===== src/verilog/dram_init_pkg.sv =====
// Constants, types and helpers shared by the DRAM init controller
`default_nettype none
package dram_init_pkg;

	////////////////////////////////////////////////////////////////////////
	// Clock and sequence timing
	localparam int CLK_MHZ = 50;
	localparam int POWERUP_US = 200;
	localparam int POWERUP_CYC = POWERUP_US * CLK_MHZ;
	// Settle time after a mode load; no figure known, plain default
	localparam int MRSC_CYC = 4;
	localparam int NOP_COUNT = 1024;
	localparam int DLL_LOCK_CYC = 1024;
	localparam int BANKS = 8;
	localparam int DUMMY_LOADS = 2;
	localparam int TIMER_W = 16;

	////////////////////////////////////////////////////////////////////////
	// Pin widths and command codes, ordered {sel_b, we_b, ref_b}
	localparam int ADDR_W = 22;
	localparam int BANK_W = 3;
	localparam int MODE_W = 10;
	localparam logic [2:0] CMD_NOP = 3'h7;
	localparam logic [2:0] CMD_MODE_LOAD = 3'h0;
	localparam logic [2:0] CMD_REFRESH = 3'h2;

	////////////////////////////////////////////////////////////////////////
	// Register map and control bits
	localparam logic [31:0] CTRL_OFS = 32'h0000_0000;
	localparam logic [31:0] MODE_OFS = 32'h0000_0004;
	localparam logic [31:0] STATUS_OFS = 32'h0000_0008;
	localparam logic [31:0] TIMING_OFS = 32'h0000_000c;
	localparam logic [1:0] HTRANS_NONSEQ = 2'h2;
	localparam logic [2:0] HSIZE_WORD = 3'h2;
	localparam int CTRL_START = 0;
	localparam int CTRL_APPLY = 1;
	localparam int CTRL_RELOCK = 2;
	localparam int CTRL_CLR_ERR = 3;

	////////////////////////////////////////////////////////////////////////
	// Mode field codes and cycle figures
	localparam logic [1:0] BURST_2 = 2'h0;
	localparam logic [1:0] BURST_4 = 2'h1;
	localparam logic [1:0] BURST_8 = 2'h2;
	localparam logic [1:0] BURST_RSV = 2'h3;
	localparam logic [2:0] CFG_1A = 3'h0;
	localparam logic [2:0] CFG_1B = 3'h1;
	localparam logic [2:0] CFG_2 = 3'h2;
	localparam logic [2:0] CFG_3 = 3'h3;
	localparam logic [2:0] CFG_4 = 3'h4;
	localparam logic [2:0] CFG_5 = 3'h5;
	localparam logic [2:0] CFG_R6 = 3'h6;
	localparam logic [2:0] CFG_R7 = 3'h7;
	localparam logic [3:0] RC_CFG1 = 4'h4;
	localparam logic [3:0] RC_CFG2 = 4'h6;
	localparam logic [3:0] RC_CFG3 = 4'h8;
	localparam logic [3:0] RC_CFG4 = 4'h3;
	localparam logic [3:0] RC_CFG5 = 4'h5;
	localparam logic [3:0] RC_WR_RD_CFG4 = 4'h4;

	////////////////////////////////////////////////////////////////////////
	// Types
	typedef struct packed {
		logic termination_enable;
		logic impedance_select;
		logic dll_en;
		logic spare;
		logic address_mux_select;
		logic [1:0] burst_length_field;
		logic [2:0] cfg;
	} mode_s;

	typedef struct packed {
		logic [2:0] ctl;
		logic [BANK_W-1:0] bank;
		logic [ADDR_W-1:0] addr;
	} dram_cmd_s;

	typedef struct packed {
		logic [25:0] pad;
		logic dll_on;
		logic err;
		logic mux_active;
		logic read_ok;
		logic init_done;
		logic busy;
	} status_s;

	typedef struct packed {
		logic [3:0] pad3;
		logic [3:0] rc_wr_rd;
		logic [3:0] pad2;
		logic [3:0] wl;
		logic [3:0] pad1;
		logic [3:0] rl;
		logic [3:0] pad0;
		logic [3:0] rc;
	} timing_s;

	////////////////////////////////////////////////////////////////////////
	// Helpers
	function automatic logic [3:0] cfg_rc(input logic [2:0] c);
		case (c)
			CFG_1A, CFG_1B: return RC_CFG1;
			CFG_2: return RC_CFG2;
			CFG_3: return RC_CFG3;
			CFG_4: return RC_CFG4;
			CFG_5: return RC_CFG5;
			default: return 4'h0;
		endcase
	endfunction : cfg_rc

	function automatic logic cfg_legal(input mode_s m, input logic allow3);
		logic slow;
		slow = (m.cfg == CFG_1A) || (m.cfg == CFG_1B) || (m.cfg == CFG_4);
		return (m.cfg != CFG_R6) && (m.cfg != CFG_R7) &&
			(m.burst_length_field != BURST_RSV) &&
			!(slow && (m.burst_length_field == BURST_8)) &&
			(allow3 || (m.cfg != CFG_3));
	endfunction : cfg_legal

	// Upper address bits stay zero in every load word
	function automatic logic [ADDR_W-1:0] load_word_single(input mode_s m);
		mode_s w;
		w = m;
		w.spare = 1'b0;
		return ADDR_W'(w);
	endfunction : load_word_single

	function automatic logic [ADDR_W-1:0] load_word_first(input mode_s m);
		mode_s w;
		w = '0;
		w.termination_enable = m.termination_enable;
		w.impedance_select = m.impedance_select;
		w.address_mux_select = 1'b1;
		w.burst_length_field = m.burst_length_field;
		w.cfg[0] = m.cfg[0];
		return ADDR_W'(w);
	endfunction : load_word_first

	// Second part reuses the A9 and A4:A3 positions
	function automatic logic [ADDR_W-1:0] load_word_second(input mode_s m);
		mode_s w;
		w = '0;
		w.termination_enable = m.dll_en;
		w.burst_length_field = m.cfg[2:1];
		return ADDR_W'(w);
	endfunction : load_word_second

endpackage : dram_init_pkg
`default_nettype wire


===== src/verilog/dram_init_ctrl.sv =====
// Host-side power-up and mode-load sequencer for a low-latency DDR DRAM
//
// Function
// - NOPs only for 200 us first
// - Two dummy loads, then valid, back to back
// - Address low during dummy loads
// - Refresh every bank, then 1024 NOPs
// - Row cycle time after refresh per bank
// - Mode load only with all banks idle
// - Settle time after every mode load
// - A10-A17 zero; A18 upward ignored
// - No burst 8 with configs 1 or 4
// - Config 4 write-to-read needs 4 clocks
// - 1024 cycles after DLL enable before reads
// - Clock or supply change: relock DLL
// - Single load with A5 high enters mux mode
// - Settle before the two-cycle mux load
// - Mux load: two parts on consecutive edges
// - A10-A18 low in both mux parts
// - Config 3 only if clock qualifies
//
// Design decisions made here: the register offsets and the AHB-Lite slave port.
`timescale 1ns/1ns
`default_nettype none
module dram_init_ctrl #(
	parameter int POWERUP_CYCLES = dram_init_pkg::POWERUP_CYC,
	parameter int MRSC_CYCLES = dram_init_pkg::MRSC_CYC,
	parameter int NOP_CYCLES = dram_init_pkg::NOP_COUNT,
	parameter int DLL_CYCLES = dram_init_pkg::DLL_LOCK_CYC,
	parameter bit ALLOW_CONFIG3 = 1'b0
) (
	input wire logic mclk,
	input wire logic rst_b,
	input wire logic hsel,
	input wire logic [31:0] haddr,
	input wire logic [1:0] htrans,
	input wire logic hwrite,
	input wire logic [2:0] hsize,
	input wire logic [31:0] hwdata,
	input wire logic hready,
	output logic hreadyout,
	output logic [31:0] hrdata,
	output logic hresp,
	output var dram_init_pkg::dram_cmd_s dram_cmd
);
	localparam int TW = dram_init_pkg::TIMER_W;
	localparam int BW = dram_init_pkg::BANK_W;
	localparam int MW = dram_init_pkg::MODE_W;
	localparam logic [BW-1:0] DUMMY_LAST = BW'(dram_init_pkg::DUMMY_LOADS - 1);
	localparam logic [BW-1:0] BANK_LAST = BW'(dram_init_pkg::BANKS - 1);

	typedef enum logic [3:0] {
		ST_IDLE,
		ST_POWER,
		ST_DUMMY,
		ST_VALID,
		ST_SETTLE,
		ST_MUX_A,
		ST_MUX_B,
		ST_REFRESH,
		ST_NOPS,
		ST_READY
	} st_e;

	st_e state_q, state_d;
	st_e load_st;
	dram_init_pkg::mode_s mode_q, act_q, act_d, ld_mode;
	dram_init_pkg::dram_cmd_s cmd_d;
	dram_init_pkg::status_s status;
	dram_init_pkg::timing_s timing;
	logic [BW-1:0] cnt_q, cnt_d;
	logic mux_q, mux_d, init_q, init_d, done_q, done_d;
	logic need2_q, need2_d, dll_low_q, dll_low_d, dll_on_q, dll_on_d;
	logic err_q;
	logic ap_ok, ap_wr_q;
	logic [31:0] ap_adr_q, hrdata_q, rd_word;
	logic wr_ctrl, wr_mode;
	logic ord_start, ord_apply, ord_relock, ord_clr;
	logic mode_legal, take_start, take_apply, take_relock, bad_order;
	logic busy, seq_load, seq_exp, dll_load, dll_exp;
	logic [TW-1:0] seq_val;
	logic [3:0] rc, rl;

	////////////////////////////////////////////////////////////////////////
	// Bus slave: zero wait states, always OKAY
	assign ap_ok = hsel && hready && (htrans == dram_init_pkg::HTRANS_NONSEQ)
		&& (hsize == dram_init_pkg::HSIZE_WORD);
	assign hreadyout = 1'b1;
	assign hresp = 1'b0;
	assign hrdata = hrdata_q;
	assign wr_ctrl = ap_wr_q && (ap_adr_q == dram_init_pkg::CTRL_OFS);
	assign wr_mode = ap_wr_q && (ap_adr_q == dram_init_pkg::MODE_OFS);
	assign rd_word = (haddr == dram_init_pkg::MODE_OFS) ? 32'(mode_q) :
		(haddr == dram_init_pkg::STATUS_OFS) ? 32'(status) :
		(haddr == dram_init_pkg::TIMING_OFS) ? 32'(timing) : 32'h0;

	// Read data sampled at the address phase, so it shows the state then
	always_ff @(posedge mclk or negedge rst_b) begin
		if (!rst_b) begin
			ap_wr_q <= 1'b0;
			ap_adr_q <= '0;
			hrdata_q <= '0;
		end else begin
			ap_wr_q <= ap_ok && hwrite;
			if (ap_ok) begin
				ap_adr_q <= haddr;
			end
			if (ap_ok && !hwrite) begin
				hrdata_q <= rd_word;
			end
		end
	end

	always_ff @(posedge mclk or negedge rst_b) begin
		if (!rst_b) begin
			mode_q <= '0;
		end else if (wr_mode) begin
			mode_q <= dram_init_pkg::mode_s'(hwdata[MW-1:0]);
		end
	end

	////////////////////////////////////////////////////////////////////////
	// Orders and their acceptance
	assign ord_start = wr_ctrl && hwdata[dram_init_pkg::CTRL_START];
	assign ord_apply = wr_ctrl && hwdata[dram_init_pkg::CTRL_APPLY];
	assign ord_relock = wr_ctrl && hwdata[dram_init_pkg::CTRL_RELOCK];
	assign ord_clr = wr_ctrl && hwdata[dram_init_pkg::CTRL_CLR_ERR];
	assign mode_legal = dram_init_pkg::cfg_legal(mode_q, ALLOW_CONFIG3);
	// The device has no reset pin, so power-up runs once per controller reset
	assign take_start = ord_start && (state_q == ST_IDLE) && mode_legal;
	// Mux mode cannot be left: a load there must keep A5 high
	assign take_apply = ord_apply && !ord_start && (state_q == ST_READY)
		&& mode_legal && (mode_q.address_mux_select || !mux_q);
	assign take_relock = ord_relock && !ord_start && !ord_apply
		&& (state_q == ST_READY);
	assign bad_order = (ord_start || ord_apply || ord_relock)
		&& !(take_start || take_apply || take_relock);

	// Set wins over clear
	always_ff @(posedge mclk or negedge rst_b) begin
		if (!rst_b) begin
			err_q <= 1'b0;
		end else begin
			err_q <= bad_order || (err_q && !ord_clr);
		end
	end

	////////////////////////////////////////////////////////////////////////
	// Sequencer
	assign load_st = mux_q ? ST_MUX_A : ST_VALID;
	assign busy = (state_q != ST_IDLE) && (state_q != ST_READY);

	always_comb begin
		ld_mode = act_q;
		ld_mode.dll_en = act_q.dll_en && !dll_low_q;
	end

	always_comb begin
		state_d = state_q;
		cnt_d = cnt_q;
		act_d = act_q;
		mux_d = mux_q;
		init_d = init_q;
		done_d = done_q;
		need2_d = need2_q;
		dll_low_d = dll_low_q;
		dll_on_d = dll_on_q;
		seq_load = 1'b0;
		seq_val = '0;
		dll_load = 1'b0;
		case (state_q)
			ST_IDLE: begin
				if (take_start) begin
					state_d = ST_POWER;
					act_d = mode_q;
					init_d = 1'b1;
					seq_load = 1'b1;
					seq_val = TW'(POWERUP_CYCLES - 1);
				end
			end
			ST_POWER: begin
				if (seq_exp) begin
					state_d = ST_DUMMY;
					cnt_d = '0;
				end
			end
			ST_DUMMY: begin
				cnt_d = cnt_q + 1'b1;
				if (cnt_q == DUMMY_LAST) begin
					state_d = ST_VALID;
				end
			end
			ST_VALID, ST_MUX_B: begin
				state_d = ST_SETTLE;
				seq_load = 1'b1;
				seq_val = TW'(MRSC_CYCLES - 1);
				dll_on_d = ld_mode.dll_en;
				dll_load = ld_mode.dll_en;
				if (state_q == ST_MUX_B) begin
					need2_d = 1'b0;
				end else if (ld_mode.address_mux_select && !mux_q) begin
					mux_d = 1'b1;
					need2_d = 1'b1;
				end
			end
			ST_MUX_A: begin
				state_d = ST_MUX_B;
			end
			ST_SETTLE: begin
				if (seq_exp) begin
					if (need2_q) begin
						state_d = ST_MUX_A;
					end else if (dll_low_q) begin
						dll_low_d = 1'b0;
						state_d = load_st;
					end else if (init_q) begin
						state_d = ST_REFRESH;
						cnt_d = '0;
					end else begin
						state_d = ST_READY;
					end
				end
			end
			ST_REFRESH: begin
				cnt_d = cnt_q + 1'b1;
				if (cnt_q == BANK_LAST) begin
					state_d = ST_NOPS;
					seq_load = 1'b1;
					seq_val = TW'(NOP_CYCLES - 1);
				end
			end
			ST_NOPS: begin
				if (seq_exp) begin
					state_d = ST_READY;
					init_d = 1'b0;
					done_d = 1'b1;
				end
			end
			ST_READY: begin
				if (take_apply) begin
					act_d = mode_q;
					state_d = load_st;
				end else if (take_relock) begin
					dll_low_d = 1'b1;
					state_d = load_st;
				end
			end
			default: begin
				state_d = ST_IDLE;
			end
		endcase
	end

	always_ff @(posedge mclk or negedge rst_b) begin
		if (!rst_b) begin
			state_q <= ST_IDLE;
			cnt_q <= '0;
			act_q <= '0;
			{mux_q, init_q, done_q} <= 3'h0;
			{need2_q, dll_low_q, dll_on_q} <= 3'h0;
		end else begin
			state_q <= state_d;
			cnt_q <= cnt_d;
			act_q <= act_d;
			{mux_q, init_q, done_q} <= {mux_d, init_d, done_d};
			{need2_q, dll_low_q, dll_on_q} <= {need2_d, dll_low_d, dll_on_d};
		end
	end

	wait_timer #(.W(TW)) u_seq_timer (
		.mclk(mclk),
		.rst_b(rst_b),
		.load(seq_load),
		.value(seq_val),
		.expired(seq_exp)
	);

	// Counts from the pin edge of the enabling load, one cycle of margin
	wait_timer #(.W(TW)) u_dll_timer (
		.mclk(mclk),
		.rst_b(rst_b),
		.load(dll_load),
		.value(TW'(DLL_CYCLES)),
		.expired(dll_exp)
	);

	////////////////////////////////////////////////////////////////////////
	// Pin drive, registered one cycle behind the state
	always_comb begin
		cmd_d.ctl = dram_init_pkg::CMD_NOP;
		cmd_d.bank = '0;
		cmd_d.addr = '0;
		case (state_q)
			ST_DUMMY: begin
				cmd_d.ctl = dram_init_pkg::CMD_MODE_LOAD;
			end
			ST_VALID: begin
				cmd_d.ctl = dram_init_pkg::CMD_MODE_LOAD;
				cmd_d.addr = dram_init_pkg::load_word_single(ld_mode);
			end
			ST_MUX_A: begin
				cmd_d.ctl = dram_init_pkg::CMD_MODE_LOAD;
				cmd_d.addr = dram_init_pkg::load_word_first(ld_mode);
			end
			ST_MUX_B: begin
				cmd_d.addr = dram_init_pkg::load_word_second(ld_mode);
			end
			ST_REFRESH: begin
				cmd_d.ctl = dram_init_pkg::CMD_REFRESH;
				cmd_d.bank = cnt_q;
			end
			default: begin
				cmd_d.ctl = dram_init_pkg::CMD_NOP;
			end
		endcase
	end

	always_ff @(posedge mclk or negedge rst_b) begin
		if (!rst_b) begin
			dram_cmd <= '{ctl: dram_init_pkg::CMD_NOP, bank: '0, addr: '0};
		end else begin
			dram_cmd <= cmd_d;
		end
	end

	////////////////////////////////////////////////////////////////////////
	// Status and derived timing
	assign rc = dram_init_pkg::cfg_rc(act_q.cfg);
	assign rl = rc + {3'h0, mux_q};
	assign status.pad = '0;
	assign status.dll_on = dll_on_q;
	assign status.err = err_q;
	assign status.mux_active = mux_q;
	assign status.read_ok = done_q && !busy && dll_on_q && dll_exp;
	assign status.init_done = done_q;
	assign status.busy = busy;
	assign timing.pad3 = '0;
	assign timing.pad2 = '0;
	assign timing.pad1 = '0;
	assign timing.pad0 = '0;
	assign timing.rc = rc;
	assign timing.rl = rl;
	assign timing.wl = rl + 4'h1;
	assign timing.rc_wr_rd = (act_q.cfg == dram_init_pkg::CFG_4) ?
		dram_init_pkg::RC_WR_RD_CFG4 : rc;
endmodule : dram_init_ctrl
`default_nettype wire


===== src/verilog/wait_timer.sv =====
// Loadable down-counter used for sequence waits
`timescale 1ns/1ns
`default_nettype none
module wait_timer #(
	parameter int W = 16
) (
	input wire logic mclk,
	input wire logic rst_b,
	input wire logic load,
	input wire logic [W-1:0] value,
	output logic expired
);
	logic [W-1:0] cnt_q;

	always_ff @(posedge mclk or negedge rst_b) begin
		if (!rst_b) begin
			cnt_q <= '0;
		end else if (load) begin
			cnt_q <= value;
		end else if (cnt_q != '0) begin
			cnt_q <= cnt_q - 1'b1;
		end
	end

	assign expired = (cnt_q == '0);
endmodule : wait_timer
`default_nettype wire

===== config.mk =====
export PLATFORM = sky130hd
export DESIGN_NAME = dram_init_ctrl
export DESIGN_NICKNAME = d
export VERILOG_FILES = /design/src/verilog/dram_init_pkg.sv /design/src/verilog/dram_init_ctrl.sv /design/src/verilog/wait_timer.sv
export SDC_FILE = /design/constraint.sdc
export NUM_CORES = 1
export LEC_CHECK = 0
export BUFFER_PORTS_ARGS = -buffer_cell sky130_fd_sc_hd__buf_2
export CAP_MARGIN = 0
export CORE_ASPECT_RATIO = 1.75
export CORE_MARGIN = 2
export CORE_UTILIZATION = 60
export DETAILED_ROUTE_END_ITERATION = 7
export PLACE_DENSITY = 0.86
export SETUP_SLACK_MARGIN = 0.2
export SLEW_MARGIN = 5
export SYNTH_ARGS = -nofsm -noshare
export SYNTH_HDL_FRONTEND = slang
export SYNTH_HIERARCHICAL = 1
export SYNTH_SLANG_ARGS = --single-unit
export TNS_END_PERCENT = 10

===== constraint.sdc =====
create_clock -name mclk -period 5.02 [get_ports mclk]
set_clock_uncertainty 0.2 [all_clocks]
set_input_delay 0.251 -clock mclk [delete_from_list [all_inputs] [get_ports mclk]]
set_output_delay 0.251 -clock mclk [all_outputs]
set_load 0.03 [all_outputs]

# Yosys cells after proc, flatten, opt, wreduce, memory -nomap -nowiden
# Cells that the tools add are included.
# totals
regBits,158
out_inout_bits,62
wordCells,208
input_bits,74
# op_classes
reduce_logical,78
bitwise,1
n_eq_ne,43
n_addsub,5
mux,51
# op_table
operator,count
two-way mux 28 bit,3
equality test 32 x 3 -> 1 bit (second input constant),2
equality test 32 x 4 -> 1 bit (second input constant),2
two-way mux 16 bit,4
two-way mux 4 bit,12
one-hot mux 14 bit (3 select lines),1
one-hot mux 4 bit (9 select lines),1
logical AND 1 bit,33
logical NOT 16 bit,2
logical NOT 32 bit,1
nonzero test 16 bit,2
subtractor 16 x 1 -> 16 bit (second input constant),2
two-way mux 10 bit,3
one-hot mux 10 bit (3 select lines),1
inequality test 2 bit (second input constant),13
two-way mux 3 bit,7
one-hot mux 10 bit (2 select lines),1
one-hot mux 4 bit (5 select lines),1
equality test 4 x 3 -> 1 bit (second input constant),4
two-way mux 14 bit,1
equality test 3 bit (second input constant),4
nonzero test 2 bit,6
two-way mux 1 bit,11
equality test 3 x 1 -> 1 bit (second input constant),3
29 further kinds,58

# Logic depth before layout (Yosys ltp)
# Gate-level depths: netlist of the first run.
# logic_depth
depth_word,14
depth_mapped,11
mapped_depth_nobuf,10

# Cells and area by module
# Netlist of the first run, hierarchy kept.
# modules_own_cells
mod,seq_area_each_um2,area_each_um2,instances,cells_each
dram_init_ctrl,2504.9,4919.7,1,455
wait_timer (u_seq_timer),400.4,1022.2,1,108
wait_timer (u_dll_timer),400.4,999.7,1,107

# Worst setup path before layout of the first run
# Ideal clock, no wire load.
# synth_path
kind,register -> register
start,register mode_q[3] (netlist name)
end,register u_seq_timer.cnt_q[15]
required_time_ns,4.694
setup_slack_ns,2.268
synth_period_minus_slack_ns,2.752
setup_time_ns,0.126
path_buffers,1
path_stages_with_launch,10
arrival_time_ns,2.426
path_cell_list,dfrtp_1 nand2b_1 a211oi_1 o2111ai_1 or4b_1 nand3_1 clkbuf_1 inv_1 o211a_1 a221o_1
# synth_via
elab_chain_cells,9
elab_cells_between_ends,12
cone_classes,eq/ne (2); mux (3); reduce/logical (7)
# synth_lines
element,line,text
from (decl),dram_init_ctrl.sv:67,"dram_init_pkg::mode_s mode_q, act_q, act_d, ld_mode;"
from (signal assigned),dram_init_ctrl.sv:118,mode_q <= dram_init_pkg::mode_s'(hwdata[MW-1:0]);
equality test 2 bit,dram_init_pkg.sv:118,!(slow && (m.burst_length_field == BURST_8)) &&
logical AND 1 bit,dram_init_pkg.sv:118,
logical NOT 1 bit,dram_init_pkg.sv:118,
logical AND 1 bit *,dram_init_pkg.sv:117,(m.burst_length_field != BURST_RSV) &&
logical AND 1 bit *,dram_init_pkg.sv:118,
logical AND 1 bit *,dram_init_ctrl.sv:130,assign take_start = ord_start && (state_q == ST_IDLE) && mode_legal;
two-way mux 1 bit *,dram_init_ctrl.sv:173,if (take_start) begin
one-hot mux 1 bit (3 select lines) *,dram_init_ctrl.sv:171,case (state_q)
named net seq_load,dram_init_ctrl.sv:80,"logic busy, seq_load, seq_exp, dll_load, dll_exp;"
two-way mux 16 bit or nonzero test 2 bit (tied branches),n/a,
to (signal assigned),wait_timer.sv:19,cnt_q <= value;
to (signal assigned),wait_timer.sv:21,cnt_q <= cnt_q - 1'b1;
to (decl),wait_timer.sv:13,logic [W-1:0] cnt_q;
# The timed path passes the listed nets; every way through them passes the cells marked *.
# A chain may end at the register's enable or synchronous reset.

# Worst setup path after layout of the first run
# layout_path
start,register ap_adr_q[21]
end,register u_seq_timer.cnt_q[15]
# layout_via
elab_chain_cells,8
elab_cells_between_ends,9
cone_classes,mux (3); reduce/logical (6)
# layout_lines
element,line,text
from (decl),dram_init_ctrl.sv:76,"logic [31:0] ap_adr_q, hrdata_q, rd_word;"
from (signal assigned),dram_init_ctrl.sv:106,ap_adr_q <= haddr;
logical NOT 32 bit *,dram_init_ctrl.sv:91,assign wr_ctrl = ap_wr_q && (ap_adr_q == dram_init_pkg::CTRL_OFS);
logical AND 1 bit *,dram_init_ctrl.sv:91,
logical AND 1 bit *,dram_init_ctrl.sv:124,assign ord_start = wr_ctrl && hwdata[dram_init_pkg::CTRL_START];
logical AND 1 bit * (2 in series),dram_init_ctrl.sv:130,
two-way mux 1 bit *,dram_init_ctrl.sv:173,
one-hot mux 1 bit (3 select lines) *,dram_init_ctrl.sv:171,
named net seq_load,dram_init_ctrl.sv:80,
two-way mux 16 bit or nonzero test 2 bit (tied branches),n/a,
# Marks and branches as above.

==> results of run 1 <==
## registers in the layout (all words and copies together), names as in the netlist
signal,count
mux_q,1
dram_cmd,14
mode_q,10
ap_wr_q,1
dll_low_q,1
err_q,1
u_seq_timer/cnt_q,16
dll_on_q,1
act_q,9
u_dll_timer/cnt_q,16
ap_adr_q,32
cnt_q,3
hrdata,20
state_q,4
done_q,1
init_q,1
need2_q,1
## synth_stat cells, types with 4 or more instances
| cell | count |
|---|---|
| a211oi_1 | 5 |
| a21o_1 | 5 |
| a21oi_1 | 13 |
| a22o_1 | 6 |
| a22oi_1 | 7 |
| a32oi_1 | 5 |
| and2_1 | 8 |
| and4_1 | 4 |
| buf_2 | 4 |
| buf_4 | 30 |
| clkbuf_1 | 23 |
| dfrtp_1 | 130 |
| ha_1 | 8 |
| inv_1 | 20 |
| mux2_2 | 51 |
| mux2i_1 | 10 |
| nand2_1 | 69 |
| nand2b_1 | 14 |
| nand3_1 | 13 |
| nand3b_1 | 4 |
| nand4_1 | 4 |
| nor2_1 | 53 |
| nor2b_1 | 9 |
| nor3_1 | 13 |
| nor4_1 | 16 |
| nor4_4 | 4 |
| o21ai_0 | 28 |
| o21ai_1 | 9 |
| o31ai_1 | 16 |
| xnor2_1 | 16 |
| xor2_1 | 5 |
## path summary, 6_finish.rpt
path / startpoint / to / slack (ns) / cells after the start
min in group mclk: hrdata[11]$_DFFE_PN0P_ / hrdata[11]$_DFFE_PN0P_ / 0.28 / 2
max in group asynchronous: rst_b / mode_q[2]$_DFFE_PN0P_ / 3.29 / 3
max: ap_adr_q[21]$_DFFE_PN0P_ / u_seq_timer/cnt_q[15]$_DFFE_PN0P_ / 1.59 / 9
max reg2reg: ap_adr_q[21]$_DFFE_PN0P_ / u_seq_timer/cnt_q[15]$_DFFE_PN0P_ / 1.59 / 9
min: rst_b / u_seq_timer/cnt_q[12]$_DFFE_PN0P_ / 0.15 / 2
min reg2reg: hrdata[11]$_DFFE_PN0P_ / hrdata[11]$_DFFE_PN0P_ / 0.28 / 2
## power breakdown
group / leakage (nW) / switching (mW) / internal (mW)
clock network: 0.298 / 0.519 / 0.799
registers: 1.72 / 0.266 / 1.23
logic: 1.98 / 0.621 / 0.462
## metrics by stage
step / cell area, um^2 / setup WS (ns)
4_1_cts: 8490 / 1.70
5_1_grt: 8490 / 1.39
3_3_place_gp: 7430 / 1.85
3_5_place_dp: 7430 / 1.71
6_report: 8500 / 1.59
2_1_floorplan: 7110 / 2.27
## routing by layer
metal  global-route usage [%]  vias to the layer above  part of all wire, %
met2                     55.7                      276                   56
met3                     6.73                      100                  4.7
met1                     31.9                     2816                   33
li1                         -                     2625                    -
met5                        0                        -                    0
met4                     19.1                        0                  6.2
## logic make-up after synthesis
group                    synth area share [%]
other                                   0.108
AND/OR/NAND/NOR                          20.5
flip-flops                               47.6
buffers and inverters                    5.86
AO/OA/AOI/OAI                            12.1
multiplexers                             9.72
adder cells (fa/ha/maj)                  1.44
XOR/XNOR                                 2.65
## cell type report
class / count / area, um^2
Antenna cell: 1 / 2.50
Clock buffer: 18 / 429
Clock inverter: 14 / 191
Fill cell: 717 / 2960
Inverter: 20 / 75.1
Multi-Input combinational cell: 506 / 3400
Sequential cell: 132 / 3310
Tap cell: 135 / 169
Timing Repair Buffer: 136 / 918
## repair_timing
item                      4_1_cts  5_1_grt
setup buffers                   0        0
hold buffers                   44        0
hold endpoints to repair       86        0
==> reports/results.ini, run 1 <==
[floorplan]
design.core.area_mm2 = 0.0115
start_util_pct = 60.6
io_pins = 136
die_area_mm2 = 0.0125
die_w_um = 85.3
placementRows = 52
die_y_um = 146

[global_route]
grt_antenna_before_repair = 0
grt_pass1_vias = 6113
grt_usage_pct = 31.0
grt_max_degree = 61
grt_pass1_wl_mm = 30.2
grt-ovfl-total = 0

[cells_and_area]
fin_util_pct = 74.2
drive_above_1_share_pct = 24.9
layout_common_cells = dfrtp_1, buf_2, nand2_1
final_common_cell = dfrtp_1
area_growth_pct = 22.4
layoutNonFillerInstCount = 962
nNetsFinal = 895

[clock_network]
clockBufferDepth = 2
clk_pin_slew_worst_paths_ns = 0.06
postCtsResizedCells = 0
cts-root-buf = clkbuf_16
insertion_delay_ns = 0.43
cts_num_sinks = 132
cts.htree.levels = 4
cts_tree = yes
numCtsBuffers = 17

[sta]
hold_violations = 0
slew_headroom_pct = 11.0
grt_setup_unrepaired = false
setup_violations = 0
min_period_ns = 3.43
period_share_pct = 68.4
max_freq_mhz = 291
drv_slew = 0
fin_setup_tns_ns = 0
max_slew.worst_pin.slew_ns = 1.32
holdWs_ns = 0.152

[placement]
port_buffers = 86
hpwl_mm = 11.4
dp_cells = 885
place_congestion = 0.882

[worst_setup_path]
critical-path-slowest-cell = or4b_1
critical_path_class = flip-flop to flip-flop
cp.arrival_ns = 3.54
slowest_delay_ns = 0.64
crit_fanout = 28
worstSetupEndpointType = flip-flop
crit_chain = nor4_1 -> and3_1 -> o2111ai_1 -> or4b_1 -> nand3_1 -> buf_4 -> inv_1 -> o211a_1 -> a221o_1
cp_top_family = simple AND/OR/NAND/NOR gates
critPathRequiredTime_ns = 5.12
cp_num_buf_inv = 2
cp-start-kind = flip-flop

[worst_hold_path]
hold_path.class = primary input to async pin

[power_and_ir_drop]
power_mw = 3.90
ir_drop_mv = 0.366
total_leakage_power_nw = 4.00
power_per_cell_area_mw_per_mm2 = 459

[yosys]
synth_top_cell_by_area = dfrtp_1
avgSynthCellArea_um2 = 10.4
synth_area_mm2 = 0.00694
syn_inst = 670
ys_warn_count = 6
synth_seq_cells = 132
yosysTopAreaCellShare_pct = 46.9
async_flop_share_pct = 100
synth_edf_count = 0
seq_area_frac_synth_pct = 47.6
ys_top_cells_by_area = dfrtp_1, mux2_2, nand2_1, buf_4, nor2_1
synth_cell_types = 78
synth-main-ff-cell = dfrtp_1

[route]
drc = 0
ant_nets = 0
routedWlPerCell_um = 19.3
drtPass1Iterations = 5
drtIter0Drc = 490
vias = 5817
viasPerCell = 6.05
finalWirelength_mm = 18.6

[run]
max_cap_violations = 0

[status]
status = complete, no violations

No activity file was read; power rests on OpenSTA's default activity.
==> run 2: changes to the inputs <==
CORE_UTILIZATION = 50   (was 60)
PLACE_DENSITY = 0.76   (was 0.86)
clock period = 2.9 ns   (was 5.02 ns; I/O delays follow)
==> run 2 against run 1 <==
  * Final cell count rose by 6.4%
  * Via count barely moved
  * Clock power rose by 63%
  * Power rose by 72%
  * Routed wire length fell by 5.0%
  * First-iteration DRC count fell by 16%
  * Die area rose by 19%
  * Final area rose by 3.1%
  * Register-to-register slack got worse by 1.5 ns
  * Fmax rose by 23%
==> reports/results.ini, run 2 (same netlist as run 1, synthesis figures left out) <==
[sta]
fin_setup_tns_ns = 0
hold_violations = 0
min_period_ns = 2.79
period_share_pct = 96.1
max_slew.worst_pin.slew_ns = 0.703
max_freq_mhz = 359
slew_headroom_pct = 53.2
grt_setup_unrepaired = true
drv_slew = 0
setup_violations = 0

[status]
status = complete, no violations

[clock_network]
clk_pin_slew_worst_paths_ns = 0.07
cts-root-buf = clkbuf_16
clockBufferDepth = 2
insertion_delay_ns = 0.42
cts.htree.levels = 4
numCtsBuffers = 17
cts_tree = yes
cts_num_sinks = 132

[worst_setup_path]
critical-path-slowest-cell = or4b_4
cp.arrival_ns = 2.91
critPathRequiredTime_ns = 3.03
cp_num_buf_inv = 1
crit_top_cell = o21ai_1
cp-start-kind = flip-flop
critical_path_class = flip-flop to flip-flop
cp-startpoint = u_dll_timer/cnt_q[1]$_DFFE_PN0P_
slowest_delay_ns = 0.45
r2r_cells = 9
crit_chain = inv_2 -> ha_4 -> or4b_4 -> or4_4 -> nor4b_4 -> nand4_1 -> o21ai_1 -> o21ai_1 -> o31ai_1
r2r_slack_ns = 0.11
crit_fanout = 3
r2r_end = hrdata[2]$_DFFE_PN0P_
rr_startpoint = u_dll_timer/cnt_q[1]$_DFFE_PN0P_
worstSetupEndpointType = flip-flop
cp_top_family = simple AND/OR/NAND/NOR gates

[route]
ant_nets = 0
vias = 5820
drc = 0
finalWirelength_mm = 17.6
drtIter0Drc = 411
viasPerCell = 5.68
drtPass1Iterations = 5
routedWlPerCell_um = 17.2

[global_route]
grt_pass1_wl_mm = 28.9
grt_max_degree = 52
grt-ovfl-total = 0
grt_usage_pct = 24.5
grt_antenna_before_repair = 0
grt_pass1_vias = 6036

[floorplan]
io_pins = 136
die_w_um = 93.1
start_util_pct = 50.7
placementRows = 57
die_area_mm2 = 0.0149
die_y_um = 160
design.core.area_mm2 = 0.0137

[placement]
dp_cells = 941
port_buffers = 86
place_area_mm2 = 0.00761
hpwl_mm = 11.9
place_congestion = 0.876

[cells_and_area]
drive_above_1_share_pct = 28.0
n_antenna_cell = 0
largest_register_ffs = 32
top_register = ap_adr_q
final_common_cell = dfrtp_1
fin_area_mm2 = 0.00876
nNetsFinal = 916
layout_common_cells = dfrtp_1, buf_2, nand2_1
area_growth_pct = 26.1
layoutNonFillerInstCount = 1024

[power_and_ir_drop]
power_frac_seq_pct = 37.5
power_frac_clock_pct = 32.0
p_sw_mw = 2.46
total_leakage_power_nw = 4.12
p_comb_share_pct = 30.5
ir_drop_mv = 0.473
p_sw_share_pct = 36.7
power_per_cell_area_mw_per_mm2 = 765
power.internal_mw = 4.24

[worst_hold_path]
hold_path.class = primary input to async pin

[run]
max_cap_violations = 0

-- run 2: how the worst max path moves through the flow --
stage / end / cells after the start / slack [ns]
final: hrdata[2]$_DFFE_PN0P_ / 9 / 0.11
after CTS: hrdata[2]$_DFFE_PN0P_ / 9 / 0.18
after global placement: u_seq_timer/cnt_q[15]$_DFFE_PN0P_ / 8 / -0.002
after detailed placement: u_seq_timer/cnt_q[15]$_DFFE_PN0P_ / 8 / -0.09
after floorplan: hrdata[2]$_DFFE_PN0P_ / 9 / 0.24
after global routing: hrdata[2]$_DFFE_PN0P_ / 9 / 0.03
-- run 2: metal layers --
| metal | vias to the layer above | track usage (%) | part of all wire, % |
|---|---|---|---|
| li1 | 2660 | - | - |
| met4 | 0 | 14.2 | 4.8 |
| met1 | 2842 | 25.9 | 36 |
| met5 | - | 0 | 0 |
| met2 | 241 | 44.4 | 55 |
| met3 | 77 | 4.58 | 4.2 |
-- run 2: stage by stage --
stage               total power, mW  hold slack [ns]  utilization [%]  worst slack, ns
finish                         6.70            0.105             63.9            0.114
global placement               4.35           0.0245             55.6         -0.00246
floorplan                      3.94           -0.351                -            0.240
CTS                            6.67            0.130             63.6            0.176
detailed placement             4.45           0.0348             55.6          -0.0906
global route                   7.04            0.176             63.9           0.0312
-- run 2: power groups by stage --
| stage | Combinational [mW] | Sequential, mW | Clock (mW) |
|---|---|---|---|
| floorplan | 1.50 | 2.44 | 0 |
| global placement | 1.86 | 2.49 | 0 |
| detailed placement | 1.93 | 2.52 | 0 |
| CTS | 2.01 | 2.49 | 2.16 |
| global route | 2.24 | 2.55 | 2.25 |
| finish | 2.05 | 2.51 | 2.15 |
-- run 2: layout make-up --
type / instances / area (um^2)
Timing Repair Buffer: 157 / 1100
Multi-Input combinational cell: 506 / 3460
Tap cell: 177 / 221
Sequential cell: 132 / 3310
Inverter: 20 / 75.1
Clock inverter: 15 / 165
Clock buffer: 17 / 425
Fill cell: 1057 / 4940
-- run 2: what timing repair did --
| action | 4_1_cts | 5_1_grt |
|---|---|---|
| cloned | 0 | 0 |
| setup buffers | 2 | 4 |
| resized for setup | 9 | 5 |
| hold buffers | 45 | 0 |
| endpoints found under the hold margin | 96 | 0 |
| setup endpoints to repair | 17 | 14 |
| pin swaps | 3 | 5 |
